## src/inc/timer0_pkg.sv

```systemverilog
package timer0_pkg;

  localparam int DATA_W = 32;
  localparam int ADDR_W = 8;
  localparam int CNT_W = 8;
  localparam int PRESC_W = 10;

  // register byte offsets
  localparam logic [7:0] OFF_CTRL = 8'h00;
  localparam logic [7:0] OFF_COUNT = 8'h04;
  localparam logic [7:0] OFF_COMPARE = 8'h08;
  localparam logic [7:0] OFF_FLAGS = 8'h0C;
  localparam logic [7:0] OFF_MASK = 8'h10;
  localparam logic [7:0] OFF_ASYNC = 8'h14;

  // field positions
  localparam int CTRL_FORCE_BIT = 7;
  localparam int FLAG_OVF_BIT = 0;
  localparam int FLAG_CMP_BIT = 1;
  localparam int ASYNC_EN_BIT = 0;
  localparam int ASYNC_SEEN_BIT = 1;
  localparam int ASYNC_ACTIVE_BIT = 2;

  // reset values
  localparam logic [7:0] CTRL_RST = 8'h00;
  localparam logic [7:0] COUNT_RST = 8'h00;
  localparam logic [7:0] COMPARE_RST = 8'h00;
  localparam logic [1:0] FLAGS_RST = 2'h0;
  localparam logic [1:0] MASK_RST = 2'h0;
  localparam logic ASYNC_EN_RST = 1'b0;

  localparam logic [7:0] CNT_BOTTOM = 8'h00;
  localparam logic [7:0] CNT_MAX = 8'hFF;

  localparam logic [1:0] RESP_OKAY = 2'h0;
  localparam logic [1:0] RESP_SLVERR = 2'h2;

  // compare output actions
  localparam logic [1:0] COM_OFF = 2'h0;
  localparam logic [1:0] COM_TOGGLE = 2'h1;
  localparam logic [1:0] COM_CLEAR = 2'h2;
  localparam logic [1:0] COM_SET = 2'h3;

  // prescaler tap masks, one less than each division ratio
  localparam logic [9:0] DIV8_MASK = 10'h007;
  localparam logic [9:0] DIV32_MASK = 10'h01F;
  localparam logic [9:0] DIV64_MASK = 10'h03F;
  localparam logic [9:0] DIV128_MASK = 10'h07F;
  localparam logic [9:0] DIV256_MASK = 10'h0FF;
  localparam logic [9:0] DIV1024_MASK = 10'h3FF;

  typedef enum logic [1:0] {
    MODE_NORMAL,
    MODE_PWM_PHASE,
    MODE_CTC,
    MODE_PWM_FAST
  } mode_t;

  typedef struct packed {
    logic force_cmp;
    logic [1:0] com;
    mode_t mode;
    logic [2:0] clock_select_bits;
  } ctrl_t;

endpackage

```

## src/rtl/osc_edge.sv

```systemverilog
`timescale 1ns/1ps
module osc_edge (
  input wire logic aclk,
  input wire logic aresetn,
  input wire logic osc_pin_in,
  output logic rise,
  output logic level
);
  logic sync1_reg;
  logic sync2_reg;
  logic last_reg;

  // two-stage synchroniser; only sync2 is looked at
  always_ff @(posedge aclk) begin
    if (!aresetn) begin
      sync1_reg <= 1'b0;
      sync2_reg <= 1'b0;
      last_reg <= 1'b0;
    end else begin
      sync1_reg <= osc_pin_in;
      sync2_reg <= sync1_reg;
      last_reg <= sync2_reg;
    end
  end

  // crystal must run well below aclk/2 or edges are lost
  assign rise = sync2_reg & ~last_reg;
  assign level = sync2_reg;
endmodule

```

## src/rtl/prescaler10.sv

```systemverilog
`timescale 1ns/1ps
module prescaler10
  import timer0_pkg::*;
#(
  parameter int WIDTH = PRESC_W
) (
  input wire logic aclk,
  input wire logic aresetn,
  input wire logic source_tick,
  input wire logic [2:0] clock_select_bits,
  output logic tick
);
  logic [WIDTH-1:0] div_reg;
  logic [9:0] mask;

  always_ff @(posedge aclk) begin
    if (!aresetn) begin
      div_reg <= '0;
    end else if (source_tick) begin
      div_reg <= div_reg + 1'b1;
    end
  end

  always_comb begin
    case (clock_select_bits)
      3'h2: mask = DIV8_MASK;
      3'h3: mask = DIV32_MASK;
      3'h4: mask = DIV64_MASK;
      3'h5: mask = DIV128_MASK;
      3'h6: mask = DIV256_MASK;
      3'h7: mask = DIV1024_MASK;
      default: mask = 10'h000;
    endcase
  end

  // select code zero gives no tick at all
  assign tick = source_tick && (clock_select_bits != 3'h0) &&
                ((div_reg[9:0] & mask) == mask);
endmodule

```

## src/rtl/timer0_8bit_async_counter.sv

```systemverilog
`timescale 1ns/1ps
// Functional notes
// - counter_value and compare_value are 8-bit registers reachable by the CPU.
// - every timer interrupt request is a bit in timer_irq_flags.
// - each source has a mask bit; a request is raised only when set.
// - timer clock comes from the prescaler or the external oscillator pin.
// - async_clock_status selects and reports asynchronous clocking.
// - counter holds still when no clock source is selected.
// - compare_value is compared with the counter on every timer tick.
// - comparator drives a waveform generator onto compare_out_pin.
// - a compare match sets compare_match_flag, which may request an interrupt.
// - bottom is signalled when the counter becomes zero.
// - max is signalled when the counter becomes 255.
// - top is either fixed max or compare_value, by mode.
// - clear-on-compare mode restarts counter from zero after the match.
// - phase-correct PWM mode, glitch-free through buffered compare value.
// - two sources, overflow and compare match, each with its own flag.
// - external watch crystal can clock the counter; prescaler is 10 bits.
// - select bits all zero stop the timer; CPU access to counter remains.
// - a CPU counter write beats any clear or count in that cycle.
// - compare flag sets one tick after match; cleared by ack or writing one.
module timer0_8bit_async_counter
  import timer0_pkg::*;
(
  input wire logic aclk,
  input wire logic aresetn,
  input wire logic [timer0_pkg::ADDR_W-1:0] s_axi_awaddr,
  input wire logic [2:0] s_axi_awprot,
  input wire logic s_axi_awvalid,
  output logic s_axi_awready,
  input wire logic [timer0_pkg::DATA_W-1:0] s_axi_wdata,
  input wire logic [3:0] s_axi_wstrb,
  input wire logic s_axi_wvalid,
  output logic s_axi_wready,
  output logic [1:0] s_axi_bresp,
  output logic s_axi_bvalid,
  input wire logic s_axi_bready,
  input wire logic [timer0_pkg::ADDR_W-1:0] s_axi_araddr,
  input wire logic [2:0] s_axi_arprot,
  input wire logic s_axi_arvalid,
  output logic s_axi_arready,
  output logic [timer0_pkg::DATA_W-1:0] s_axi_rdata,
  output logic [1:0] s_axi_rresp,
  output logic s_axi_rvalid,
  input wire logic s_axi_rready,
  input wire logic osc_pin_in,
  output logic osc_pin_out,
  output logic compare_out_pin,
  output logic compare_out_en,
  output logic timer_irq,
  input wire logic irq_ack_ovf,
  input wire logic irq_ack_cmp
);
  import timer0_pkg::*;

  ctrl_t ctrl_reg;
  logic [CNT_W-1:0] counter_value_reg;
  logic [CNT_W-1:0] counter_value_next;
  logic [CNT_W-1:0] compare_buf_reg;
  logic [CNT_W-1:0] compare_value_reg;
  logic [1:0] timer_irq_flags_reg;
  logic [1:0] timer_irq_mask_reg;
  logic async_en_reg;
  logic async_seen_reg;
  logic dir_down_reg;
  logic dir_down_next;
  logic block_reg;
  logic oc_state_reg;
  logic oc_state_next;

  logic [ADDR_W-1:0] aw_addr_reg;
  logic [DATA_W-1:0] w_data_reg;
  logic [3:0] w_strb_reg;
  logic awready_reg;
  logic wready_reg;
  logic bvalid_reg;
  logic [1:0] bresp_reg;
  logic arready_reg;
  logic rvalid_reg;
  logic [DATA_W-1:0] rdata_reg;
  logic [1:0] rresp_reg;
  logic out_pin_reg;
  logic out_en_reg;
  logic irq_reg;
  logic osc_out_reg;

  logic osc_rise;
  logic osc_level;
  logic source_tick;
  logic tick;
  logic wr_fire;
  logic wr_lane0;
  logic wr_ctrl;
  logic wr_count;
  logic wr_compare;
  logic wr_flags;
  logic wr_mask;
  logic wr_async;
  logic wr_mapped;
  logic at_bottom;
  logic at_max;
  logic match;
  logic cmp_event;
  logic ovf_event;
  logic pwm_mode;
  logic force_hit;
  logic [DATA_W-1:0] rd_word;
  logic rd_mapped;

  osc_edge u_osc (
    .aclk(aclk),
    .aresetn(aresetn),
    .osc_pin_in(osc_pin_in),
    .rise(osc_rise),
    .level(osc_level)
  );

  // asynchronous source counts rising crystal edges, otherwise every aclk
  assign source_tick = async_en_reg ? osc_rise : 1'b1;

  prescaler10 #(
    .WIDTH(PRESC_W)
  ) u_presc (
    .aclk(aclk),
    .aresetn(aresetn),
    .source_tick(source_tick),
    .clock_select_bits(ctrl_reg.clock_select_bits),
    .tick(tick)
  );

  // ---------------- AXI4-Lite write channel ----------------
  assign wr_fire = !awready_reg && !wready_reg && !bvalid_reg;
  assign wr_lane0 = wr_fire && w_strb_reg[0];
  assign wr_ctrl = wr_lane0 && (aw_addr_reg == OFF_CTRL);
  assign wr_count = wr_lane0 && (aw_addr_reg == OFF_COUNT);
  assign wr_compare = wr_lane0 && (aw_addr_reg == OFF_COMPARE);
  assign wr_flags = wr_lane0 && (aw_addr_reg == OFF_FLAGS);
  assign wr_mask = wr_lane0 && (aw_addr_reg == OFF_MASK);
  assign wr_async = wr_lane0 && (aw_addr_reg == OFF_ASYNC);
  assign wr_mapped = (aw_addr_reg == OFF_CTRL) ||
                     (aw_addr_reg == OFF_COUNT) ||
                     (aw_addr_reg == OFF_COMPARE) ||
                     (aw_addr_reg == OFF_FLAGS) ||
                     (aw_addr_reg == OFF_MASK) ||
                     (aw_addr_reg == OFF_ASYNC);

  always_ff @(posedge aclk) begin
    if (!aresetn) begin
      awready_reg <= 1'b1;
      wready_reg <= 1'b1;
      bvalid_reg <= 1'b0;
      bresp_reg <= RESP_OKAY;
      aw_addr_reg <= '0;
      w_data_reg <= '0;
      w_strb_reg <= 4'h0;
    end else begin
      if (awready_reg && s_axi_awvalid) begin
        awready_reg <= 1'b0;
        aw_addr_reg <= {s_axi_awaddr[ADDR_W-1:2], 2'b00};
      end
      if (wready_reg && s_axi_wvalid) begin
        wready_reg <= 1'b0;
        w_data_reg <= s_axi_wdata;
        w_strb_reg <= s_axi_wstrb;
      end
      if (wr_fire) begin
        bvalid_reg <= 1'b1;
        bresp_reg <= wr_mapped ? RESP_OKAY : RESP_SLVERR;
      end
      if (bvalid_reg && s_axi_bready) begin
        bvalid_reg <= 1'b0;
        awready_reg <= 1'b1;
        wready_reg <= 1'b1;
      end
    end
  end

  // ---------------- AXI4-Lite read channel ----------------
  always_comb begin
    rd_word = '0;
    rd_mapped = 1'b1;
    case ({s_axi_araddr[ADDR_W-1:2], 2'b00})
      OFF_CTRL: rd_word[7:0] = {1'b0, ctrl_reg[6:0]};
      OFF_COUNT: rd_word[7:0] = counter_value_reg;
      OFF_COMPARE: rd_word[7:0] = compare_buf_reg;
      OFF_FLAGS: rd_word[1:0] = timer_irq_flags_reg;
      OFF_MASK: rd_word[1:0] = timer_irq_mask_reg;
      OFF_ASYNC: begin
        rd_word[ASYNC_EN_BIT] = async_en_reg;
        rd_word[ASYNC_SEEN_BIT] = async_seen_reg;
        rd_word[ASYNC_ACTIVE_BIT] = async_en_reg && osc_level;
      end
      default: rd_mapped = 1'b0;
    endcase
  end

  always_ff @(posedge aclk) begin
    if (!aresetn) begin
      arready_reg <= 1'b1;
      rvalid_reg <= 1'b0;
      rdata_reg <= '0;
      rresp_reg <= RESP_OKAY;
    end else begin
      if (arready_reg && s_axi_arvalid) begin
        arready_reg <= 1'b0;
        rvalid_reg <= 1'b1;
        rdata_reg <= rd_word;
        rresp_reg <= rd_mapped ? RESP_OKAY : RESP_SLVERR;
      end
      if (rvalid_reg && s_axi_rready) begin
        rvalid_reg <= 1'b0;
        arready_reg <= 1'b1;
      end
    end
  end

  // ---------------- configuration ----------------
  always_ff @(posedge aclk) begin
    if (!aresetn) begin
      ctrl_reg <= CTRL_RST;
      timer_irq_mask_reg <= MASK_RST;
    end else begin
      if (wr_ctrl) begin
        // force is a strobe and is never stored
        ctrl_reg <= {1'b0, w_data_reg[6:0]};
      end
      if (wr_mask) begin
        timer_irq_mask_reg <= w_data_reg[1:0];
      end
    end
  end

  always_ff @(posedge aclk) begin
    if (!aresetn) begin
      async_en_reg <= ASYNC_EN_RST;
      async_seen_reg <= 1'b0;
    end else begin
      if (wr_async) begin
        async_en_reg <= w_data_reg[ASYNC_EN_BIT];
      end
      // sticky proof that the crystal runs; dropping async mode clears it
      if (wr_async && !w_data_reg[ASYNC_EN_BIT]) begin
        async_seen_reg <= 1'b0;
      end else if (async_en_reg && osc_rise) begin
        async_seen_reg <= 1'b1;
      end
    end
  end

  // ---------------- counter unit ----------------
  assign pwm_mode = (ctrl_reg.mode == MODE_PWM_PHASE) ||
                    (ctrl_reg.mode == MODE_PWM_FAST);
  assign at_bottom = (counter_value_reg == CNT_BOTTOM);
  assign at_max = (counter_value_reg == CNT_MAX);
  assign match = (counter_value_reg == compare_value_reg);

  always_comb begin
    counter_value_next = counter_value_reg + 1'b1;
    dir_down_next = 1'b0;
    ovf_event = 1'b0;
    case (ctrl_reg.mode)
      MODE_NORMAL: begin
        ovf_event = at_max;
      end
      MODE_CTC: begin
        // top is compare_value; wrap from max only if compare was passed
        // a blocked match after a counter write does not clear either
        if (match && !block_reg) begin
          counter_value_next = CNT_BOTTOM;
        end
        ovf_event = at_max && !(match && !block_reg);
      end
      MODE_PWM_PHASE: begin
        // counts up to max, turns, counts down to bottom
        dir_down_next = dir_down_reg;
        if (!dir_down_reg && at_max) begin
          dir_down_next = 1'b1;
        end else if (dir_down_reg && at_bottom) begin
          dir_down_next = 1'b0;
        end
        if (dir_down_next) begin
          counter_value_next = counter_value_reg - 1'b1;
        end
        ovf_event = dir_down_reg && at_bottom;
      end
      MODE_PWM_FAST: begin
        ovf_event = at_max;
      end
      default: begin
        counter_value_next = counter_value_reg;
      end
    endcase
  end

  always_ff @(posedge aclk) begin
    if (!aresetn) begin
      counter_value_reg <= COUNT_RST;
      dir_down_reg <= 1'b0;
    end else if (wr_count) begin
      counter_value_reg <= w_data_reg[CNT_W-1:0];
    end else if (tick) begin
      counter_value_reg <= counter_value_next;
      dir_down_reg <= dir_down_next;
    end
  end

  // a counter write masks the match seen on the following tick
  always_ff @(posedge aclk) begin
    if (!aresetn) begin
      block_reg <= 1'b0;
    end else if (wr_count) begin
      block_reg <= 1'b1;
    end else if (tick) begin
      block_reg <= 1'b0;
    end
  end

  // ---------------- compare value, buffered in PWM modes ----------------
  always_ff @(posedge aclk) begin
    if (!aresetn) begin
      compare_buf_reg <= COMPARE_RST;
      compare_value_reg <= COMPARE_RST;
    end else begin
      if (wr_compare) begin
        compare_buf_reg <= w_data_reg[CNT_W-1:0];
      end
      if (wr_compare && !pwm_mode) begin
        compare_value_reg <= w_data_reg[CNT_W-1:0];
      end else if (pwm_mode && tick && at_max) begin
        // update only at the turn point, so no odd-length pulse appears
        compare_value_reg <= compare_buf_reg;
      end
    end
  end

  // ---------------- flags ----------------
  // the match of the reached value is flagged on the following tick
  assign cmp_event = tick && match && !block_reg;

  always_ff @(posedge aclk) begin
    if (!aresetn) begin
      timer_irq_flags_reg <= FLAGS_RST;
    end else begin
      // set beats a clear that lands in the same cycle
      if (tick && ovf_event) begin
        timer_irq_flags_reg[FLAG_OVF_BIT] <= 1'b1;
      end else if ((wr_flags && w_data_reg[FLAG_OVF_BIT]) || irq_ack_ovf) begin
        timer_irq_flags_reg[FLAG_OVF_BIT] <= 1'b0;
      end
      if (cmp_event) begin
        timer_irq_flags_reg[FLAG_CMP_BIT] <= 1'b1;
      end else if ((wr_flags && w_data_reg[FLAG_CMP_BIT]) || irq_ack_cmp) begin
        timer_irq_flags_reg[FLAG_CMP_BIT] <= 1'b0;
      end
    end
  end

  always_ff @(posedge aclk) begin
    if (!aresetn) begin
      irq_reg <= 1'b0;
    end else begin
      irq_reg <= |(timer_irq_flags_reg & timer_irq_mask_reg);
    end
  end

  // ---------------- waveform generator ----------------
  assign force_hit = wr_ctrl && w_data_reg[CTRL_FORCE_BIT] && !pwm_mode;

  always_comb begin
    oc_state_next = oc_state_reg;
    case (ctrl_reg.mode)
      MODE_NORMAL, MODE_CTC: begin
        // toggle mode with ctc gives the frequency output
        if (cmp_event || force_hit) begin
          case (ctrl_reg.com)
            COM_TOGGLE: oc_state_next = !oc_state_reg;
            COM_CLEAR: oc_state_next = 1'b0;
            COM_SET: oc_state_next = 1'b1;
            default: oc_state_next = oc_state_reg;
          endcase
        end
      end
      MODE_PWM_PHASE: begin
        if (cmp_event && ctrl_reg.com[1]) begin
          oc_state_next = dir_down_reg ^ ctrl_reg.com[0];
        end
      end
      MODE_PWM_FAST: begin
        if (cmp_event && ctrl_reg.com[1]) begin
          oc_state_next = ctrl_reg.com[0];
        end else if (tick && at_max && ctrl_reg.com[1]) begin
          oc_state_next = !ctrl_reg.com[0];
        end
      end
      default: oc_state_next = oc_state_reg;
    endcase
  end

  always_ff @(posedge aclk) begin
    if (!aresetn) begin
      oc_state_reg <= 1'b0;
      out_pin_reg <= 1'b0;
      out_en_reg <= 1'b0;
    end else begin
      oc_state_reg <= oc_state_next;
      out_pin_reg <= (ctrl_reg.com != COM_OFF) && oc_state_next;
      out_en_reg <= (ctrl_reg.com != COM_OFF);
    end
  end

  // inverting feedback for the crystal amplifier while async is on
  always_ff @(posedge aclk) begin
    if (!aresetn) begin
      osc_out_reg <= 1'b0;
    end else begin
      osc_out_reg <= async_en_reg && !osc_level;
    end
  end

  assign s_axi_awready = awready_reg;
  assign s_axi_wready = wready_reg;
  assign s_axi_bvalid = bvalid_reg;
  assign s_axi_bresp = bresp_reg;
  assign s_axi_arready = arready_reg;
  assign s_axi_rvalid = rvalid_reg;
  assign s_axi_rdata = rdata_reg;
  assign s_axi_rresp = rresp_reg;
  assign compare_out_pin = out_pin_reg;
  assign compare_out_en = out_en_reg;
  assign timer_irq = irq_reg;
  assign osc_pin_out = osc_out_reg;
endmodule

```

## config.mk

```make
export PLATFORM = sky130hd
export DESIGN_NAME = timer0_8bit_async_counter
export DESIGN_NICKNAME = d
export VERILOG_FILES = /design/src/inc/timer0_pkg.sv /design/src/rtl/osc_edge.sv /design/src/rtl/prescaler10.sv /design/src/rtl/timer0_8bit_async_counter.sv
export SDC_FILE = /design/constraint.sdc
export NUM_CORES = 1
export LEC_CHECK = 0
export ABC_CLOCK_PERIOD_IN_PS = 3000
export BUFFER_PORTS_ARGS = -buffer_cell sky130_fd_sc_hd__buf_2
export CAP_MARGIN = 20
export CORE_MARGIN = 4
export CORE_UTILIZATION = 40
export CTS_BUF_LIST = sky130_fd_sc_hd__clkbuf_4
export CTS_CLUSTER_SIZE = 20
export DETAILED_ROUTE_END_ITERATION = 12
export SLEW_MARGIN = 20
export SYNTH_ARGS = -nofsm -noshare
export SYNTH_HDL_FRONTEND = slang
export SYNTH_SLANG_ARGS = --single-unit
```

## constraint.sdc

```tcl
create_clock -name aclk -period 3 [get_ports aclk]
set_input_delay 0.45 -clock aclk [delete_from_list [all_inputs] [get_ports aclk]]
set_output_delay 0.45 -clock aclk [all_outputs]
set_load 0.05 [all_outputs]
```

* After elaboration in Yosys (flattened, before gate mapping) *
Index checks and enable logic that the tools add are counted.

cells by class
  reductions and logical operators = 76
  equal/unequal tests = 25
  mux-type cells = 32
  $add $sub $neg = 3
  bitwise operators = 7

operators with widths
  operator                                                         count
  10-bit one-hot mux with 6 select lines                           1
  8-bit 2-to-1 mux                                                 6
  1-bit logical AND                                                38
  6-bit by 2-bit == test with 1-bit output, second input constant  4
  6-bit by 3-bit == test with 1-bit output, second input constant  4
  8-bit zero test                                                  2
  1-bit 2-to-1 mux                                                 16
  8-bit one-hot mux with 2 select lines                            1
  5-bit one-hot mux with 3 select lines                            1
  3-bit == test, second input constant                             4
  6-bit by 1-bit == test with 1-bit output, second input constant  2
  2-bit one-hot mux with 6 select lines                            1
  2-bit OR reduction                                               6
  1-bit zero test                                                  11
  10-bit by 1-bit adder with 10-bit output, second input constant  1
  10-bit bitwise AND                                               1
  10-bit == test                                                   1
  2-bit nonzero test                                               5
  1-bit logical OR                                                 9
  1-bit one-hot mux with 3 select lines                            3
  8-bit by 1-bit adder with 8-bit output, second input constant    1
  2-bit == test, second input constant                             4
  8-bit == test                                                    1
  8-bit == test, second input constant                             1
  other kinds (14)                                                 19

storage, ports and cells
  flip-flop bits (word level) = 89
  output and inout port bits = 45
  logic and storage cells = 176

* Logic depth before layout (Yosys ltp) *
  word-level depth = 11
  gate-level depth with buffers = 11

* By module *
A second synthesis with hierarchy kept.

second synthesis, totals
  cells, all modules = 547
  area total of the unflattened synthesis = 4650.7 µm²

by module, submodules not included
  module                     area an instance (µm²)  sequential area each (µm²)  instances  cells an instance
  timer0_8bit_async_counter  4047.6                  1481.4                      1          482
  prescaler10                510.5                   200.2                       1          58
  osc_edge                   92.6                    60.1                        1          7

* Least setup slack after synthesis *
OpenSTA, ideal clock, no wires.

  kind = register -> register
  start point = reg counter_value_reg[0]
  end point = reg counter_value_reg[2]
  setup slack = 554 ps
  cell stages (with the launch flop) = 12
  setup time = 88 ps
  buffers on the path = 2
  arrival = 2358 ps
  path through = dfxtp_1 clkbuf_1 inv_1 ha_1 or3b_4 or4_4 a2bb2oi_4 a221oi_2 buf_6 o221ai_1 a21oi_1 a311oi_2

on the way
  longest elaborated chain between the ends = 9

ends and longest elaborated chain
  element                                    RTL line                          RTL
  start: declaration                         timer0_8bit_async_counter.sv:57   logic [CNT_W-1:0] counter_value_reg;
  start signal: assignment                   timer0_8bit_async_counter.sv:300  counter_value_reg <= w_data_reg[CNT_W-1:0];
  start signal: assignment                   timer0_8bit_async_counter.sv:302  counter_value_reg <= counter_value_next;
  8-bit zero test                            timer0_8bit_async_counter.sv:253  assign at_bottom = (counter_value_reg == CNT_BOTTOM);
  1-bit logical AND                          timer0_8bit_async_counter.sv:278  end else if (dir_down_reg && at_bottom) begin
  1-bit 2-to-1 mux                           timer0_8bit_async_counter.sv:278
  1-bit 2-to-1 mux                           timer0_8bit_async_counter.sv:276  if (!dir_down_reg && at_max) begin
  1-bit 2-to-1 mux                           timer0_8bit_async_counter.sv:261  case (ctrl_reg.mode)
  8-bit 2-to-1 mux                           timer0_8bit_async_counter.sv:281  if (dir_down_next) begin
  8-bit one-hot mux with 2 select lines (*)  timer0_8bit_async_counter.sv:261
  8-bit 2-to-1 mux (*)                       timer0_8bit_async_counter.sv:301  end else if (tick) begin
  8-bit 2-to-1 mux (*)                       timer0_8bit_async_counter.sv:299  end else if (wr_count) begin

Mark *: on every way between the ends. The rest lies on a longest branch, timed or not. The select of a mux whose other input is x is not followed.
A chain may end at the register's enable or synchronous reset.

* Worst setup path in the final report *
  start point = reg counter_value_reg[0]
  end point = reg counter_value_reg[5]

Same word-level chain as after synthesis.

==> flow_metrics.env <==
export IMPL_synth_cells=553
export IMPL_fin_ws_ns=0.352
export IMPL_drv_cap=0
export IMPL_io_pins=113
export IMPL_drive_above_1_share_pct=15.6
export IMPL_synth_simple_gate_area_share_pct=22.5
export IMPL_gp_congestion=0.853
export IMPL_setup_violations=0
export IMPL_grt_util_met1_pct=23.3
export IMPL_grt_start_max_net_pins=35
export IMPL_worstPathRequired_ns=3.37
export IMPL_vias=3930
export IMPL_postSynthAreaPerCell_um2=8.51
export IMPL_dieArea_um2=13600
export IMPL_min_to="u_osc.sync1_reg$_SDFF_PN0_"
export IMPL_top_usage_layer="met2"
export IMPL_timing_final_crit_share_pct=88.3
export IMPL_grt_util_met3_pct=3.68
export IMPL_arrival_ns=3.02
export IMPL_period_needed_ns=2.65
export IMPL_whs_path_depth=2
export IMPL_cts_tree="yes"
export IMPL_viasPerCell=5.28
export IMPL_worstPathCellList="inv_1 -> ha_1 -> or3b_4 -> or4_4 -> a2bb2oi_4 -> a221oi_4 -> o2111ai_1 -> a32oi_1 -> a211oi_1"
export IMPL_ant_nets=0
export IMPL_grt_pass1_wl_mm=18.3
export IMPL_num_rows=39
export IMPL_core_area_um2=11500
export IMPL_portBuffers=49
export IMPL_antenna_found_initial=0
export IMPL_outcome="finished clean"
export IMPL_cts_sink_count=87
export IMPL_synth_fa_ha_area_share_pct=1.59
export IMPL_r2r_cells=9
export IMPL_final_nets=670
export IMPL_synth_xor_area_share_pct=4.28
export IMPL_synthFlopType="dfxtp_1"
export IMPL_cts_buffers=9
export IMPL_die_h_um=116
export IMPL_antenna_cells=0
export IMPL_worstSkewPairLatency_ns=0.44
export IMPL_gr_total_overflow=0
export IMPL_synth_top_family_by_area="simple AND/OR/NAND/NOR gates"
export IMPL_rr_endpoint="counter_value_reg[5]$_SDFFE_PN0P_"
export IMPL_worstSetupEndpointType="flip-flop"
export IMPL_max_freq_ghz=0.378
export IMPL_critical_path_max_stage_delay_ns=0.46
export IMPL_mostFrequentLayoutCell="dfxtp_1"
export IMPL_power_density_nw_per_um2=410
export IMPL_synth_edf_count=0
export IMPL_synth_cell_area_um2=4710
export IMPL_clk_pin_slew_ns=0.14
export IMPL_grt_pass1_vias=3636
export IMPL_dr_pass1_iters=4
export IMPL_grt_usage_pct=17.3
export IMPL_largest_register_ffs=10
export IMPL_critPathTopFamily="compound AO/OA/AOI/OAI gates"
export IMPL_synth_compound_area_share_pct=19.3
export IMPL_hpwl_mm=8.41
export IMPL_drv_slew=0
export IMPL_met2_usage_pct=27.3
export IMPL_rsz0062_at_grt="no"
export IMPL_wire_per_inst_um=15.1
export IMPL_slew_headroom_pct=30.7
export IMPL_htreeDepth=3
export IMPL_drt_iter0_markers=252
export IMPL_synthMuxAreaShare_pct=6.51
export IMPL_rr_startpoint="counter_value_reg[0]$_SDFFE_PN0P_"
export IMPL_crit_path_max_fanout=13
export IMPL_cts_root_buffer="clkbuf_4"
export IMPL_fin_skew_ns=0.0147
export IMPL_power_leakage_nw=2.09
export IMPL_initial_core_util_pct=41.1
export IMPL_async_flop_share_pct=0
export IMPL_final_cell_mix="87 x dfxtp_1, 60 x nand2_1, 49 x buf_2"
export IMPL_yosys_warnings=0
export IMPL_fp_dieW_um=116
export IMPL_r2r_slack_ns=0.35
export IMPL_post_cts_buffers=0
export IMPL_hold_path_class="in -> reg"
export IMPL_cts_path_max_buffers=2
export IMPL_post_route_drc_count=0
export IMPL_critical_path_class="reg -> reg"
export IMPL_yosysSeqAreaShare_pct=37.0
export IMPL_synthDominantCellAreaShare_pct=37.0
export IMPL_yosysUniqueCellTypes=61
export IMPL_ys_ff_latch=87
export IMPL_vdd_drop_max_uv=290
export IMPL_worstHoldStart="osc_pin_in"
export IMPL_syn_to_final_growth_pct=9.67
export IMPL_yosys_area_top_type="dfxtp_1"
export IMPL_post_place_ws_ns=0.189
export IMPL_cp_num_buf_inv=1
export IMPL_start_kind="flip-flop"
export IMPL_hold_violations=0
export IMPL_drt_total_wl_mm=11.3
export IMPL_synth_area_leaders="dfxtp_1 37%, mux2i_1 5.3%, nand2_1 4.8%"
export IMPL_cp_slowest_cell="or4_4"
export IMPL_worstMarginPinSlew_ns=1.01
export IMPL_cp_startpoint="counter_value_reg[0]$_SDFFE_PN0P_"
export IMPL_fin_tns_setup_ns=0
[worst reg2reg max path, cell delays in order (launching register included)]
cell and delay, ns:
dfxtp_1 0.43, inv_1 0.13, ha_1 0.18, or3b_4 0.41, or4_4 0.46, a2bb2oi_4 0.23, a221oi_4 0.16, o2111ai_1 0.28
a32oi_1 0.13, a211oi_1 0.18
[Yosys cell counts, types with 8 or more instances]
library cell / count
dfxtp_1: 87
a21boi_0: 22
clkbuf_1: 24
and2_1: 16
a21boi_1: 8
buf_4: 27
nand2_1: 60
and3_1: 9
mux2i_1: 25
a21oi_1: 14
nor2b_1: 34
o21ai_0: 23
inv_1: 17
a22oi_1: 17
nor2_1: 19
nand3_1: 30
xnor2_1: 17
nor3_1: 11
[kinds of logic (layout without fill, tap and decap cells)]
| logic type | count (synthesis) | after routing |
|---|---|---|
| and+or+nand+nor | 205 | 205 |
| DFF | 87 | 87 |
| xor gates and xnor gates | 23 | 23 |
| muxes | 28 | 28 |
| buffers and inverters | 77 | 100 |
| AOI/OAI and AO/OA | 126 | 126 |
| adders and majority gates | 6 | 6 |
| other | 1 | 26 |
[worst max-delay path by stage]
stage | end | slack [ns] | cells after the start
finish | counter_value_reg[5]$_SDFFE_PN0P_ | 0.35 | 9
global route | counter_value_reg[5]$_SDFFE_PN0P_ | 0.25 | 7
CTS | counter_value_reg[5]$_SDFFE_PN0P_ | 0.17 | 7
detailed placement | counter_value_reg[5]$_SDFFE_PN0P_ | 0.19 | 7
global placement | counter_value_reg[5]$_SDFFE_PN0P_ | 0.24 | 7
floorplan | counter_value_reg[2]$_SDFFE_PN0P_ | 0.55 | 11
[per-layer routing]
metal	vias to the layer above	routed length [um]
li1	1983	-
met1	1809	4990
met2	116	5260
met3	22	743
met4	0	263
met5	-	0
[power breakdown]
group	switching, W	internal, W	total [W]
registers	0.0000334	0.00118	0.00121
logic	0.000165	0.0000610	0.000226
clock network	0.000406	0.000273	0.000680
total	0.000604	0.00151	0.00212
[final cells by class]
class | count | area [um^2]
inverter | 17 | 63.8
fill | 1119 | 6300
clock inverter | 5 | 56.3
multi-input combinational | 414 | 2660
timing repair buffer | 67 | 380
sequential | 87 | 1740
tap | 143 | 179
clock buffer | 11 | 82.6
[through the flow]
step	hold slack, ns	cells	util [%]	total power (W)	area (um^2)
after floorplan	0.412	578	-	0.00143	4800
after global routing	0.195	744	45.0	0.00222	5160
after global placement	0.417	728	43.7	0.00146	5010
after detailed placement	0.418	728	43.7	0.00146	5010
final	0.209	744	45.0	0.00212	5160
after CTS	0.180	744	44.9	0.00214	5150
[timing repair]
action,CTS,global route
endpoints found under the setup margin,0,1
hold buffers,0,0
endpoints found under the hold margin,0,0
resized for setup,0,1
(Power assumes the default switching activity.)
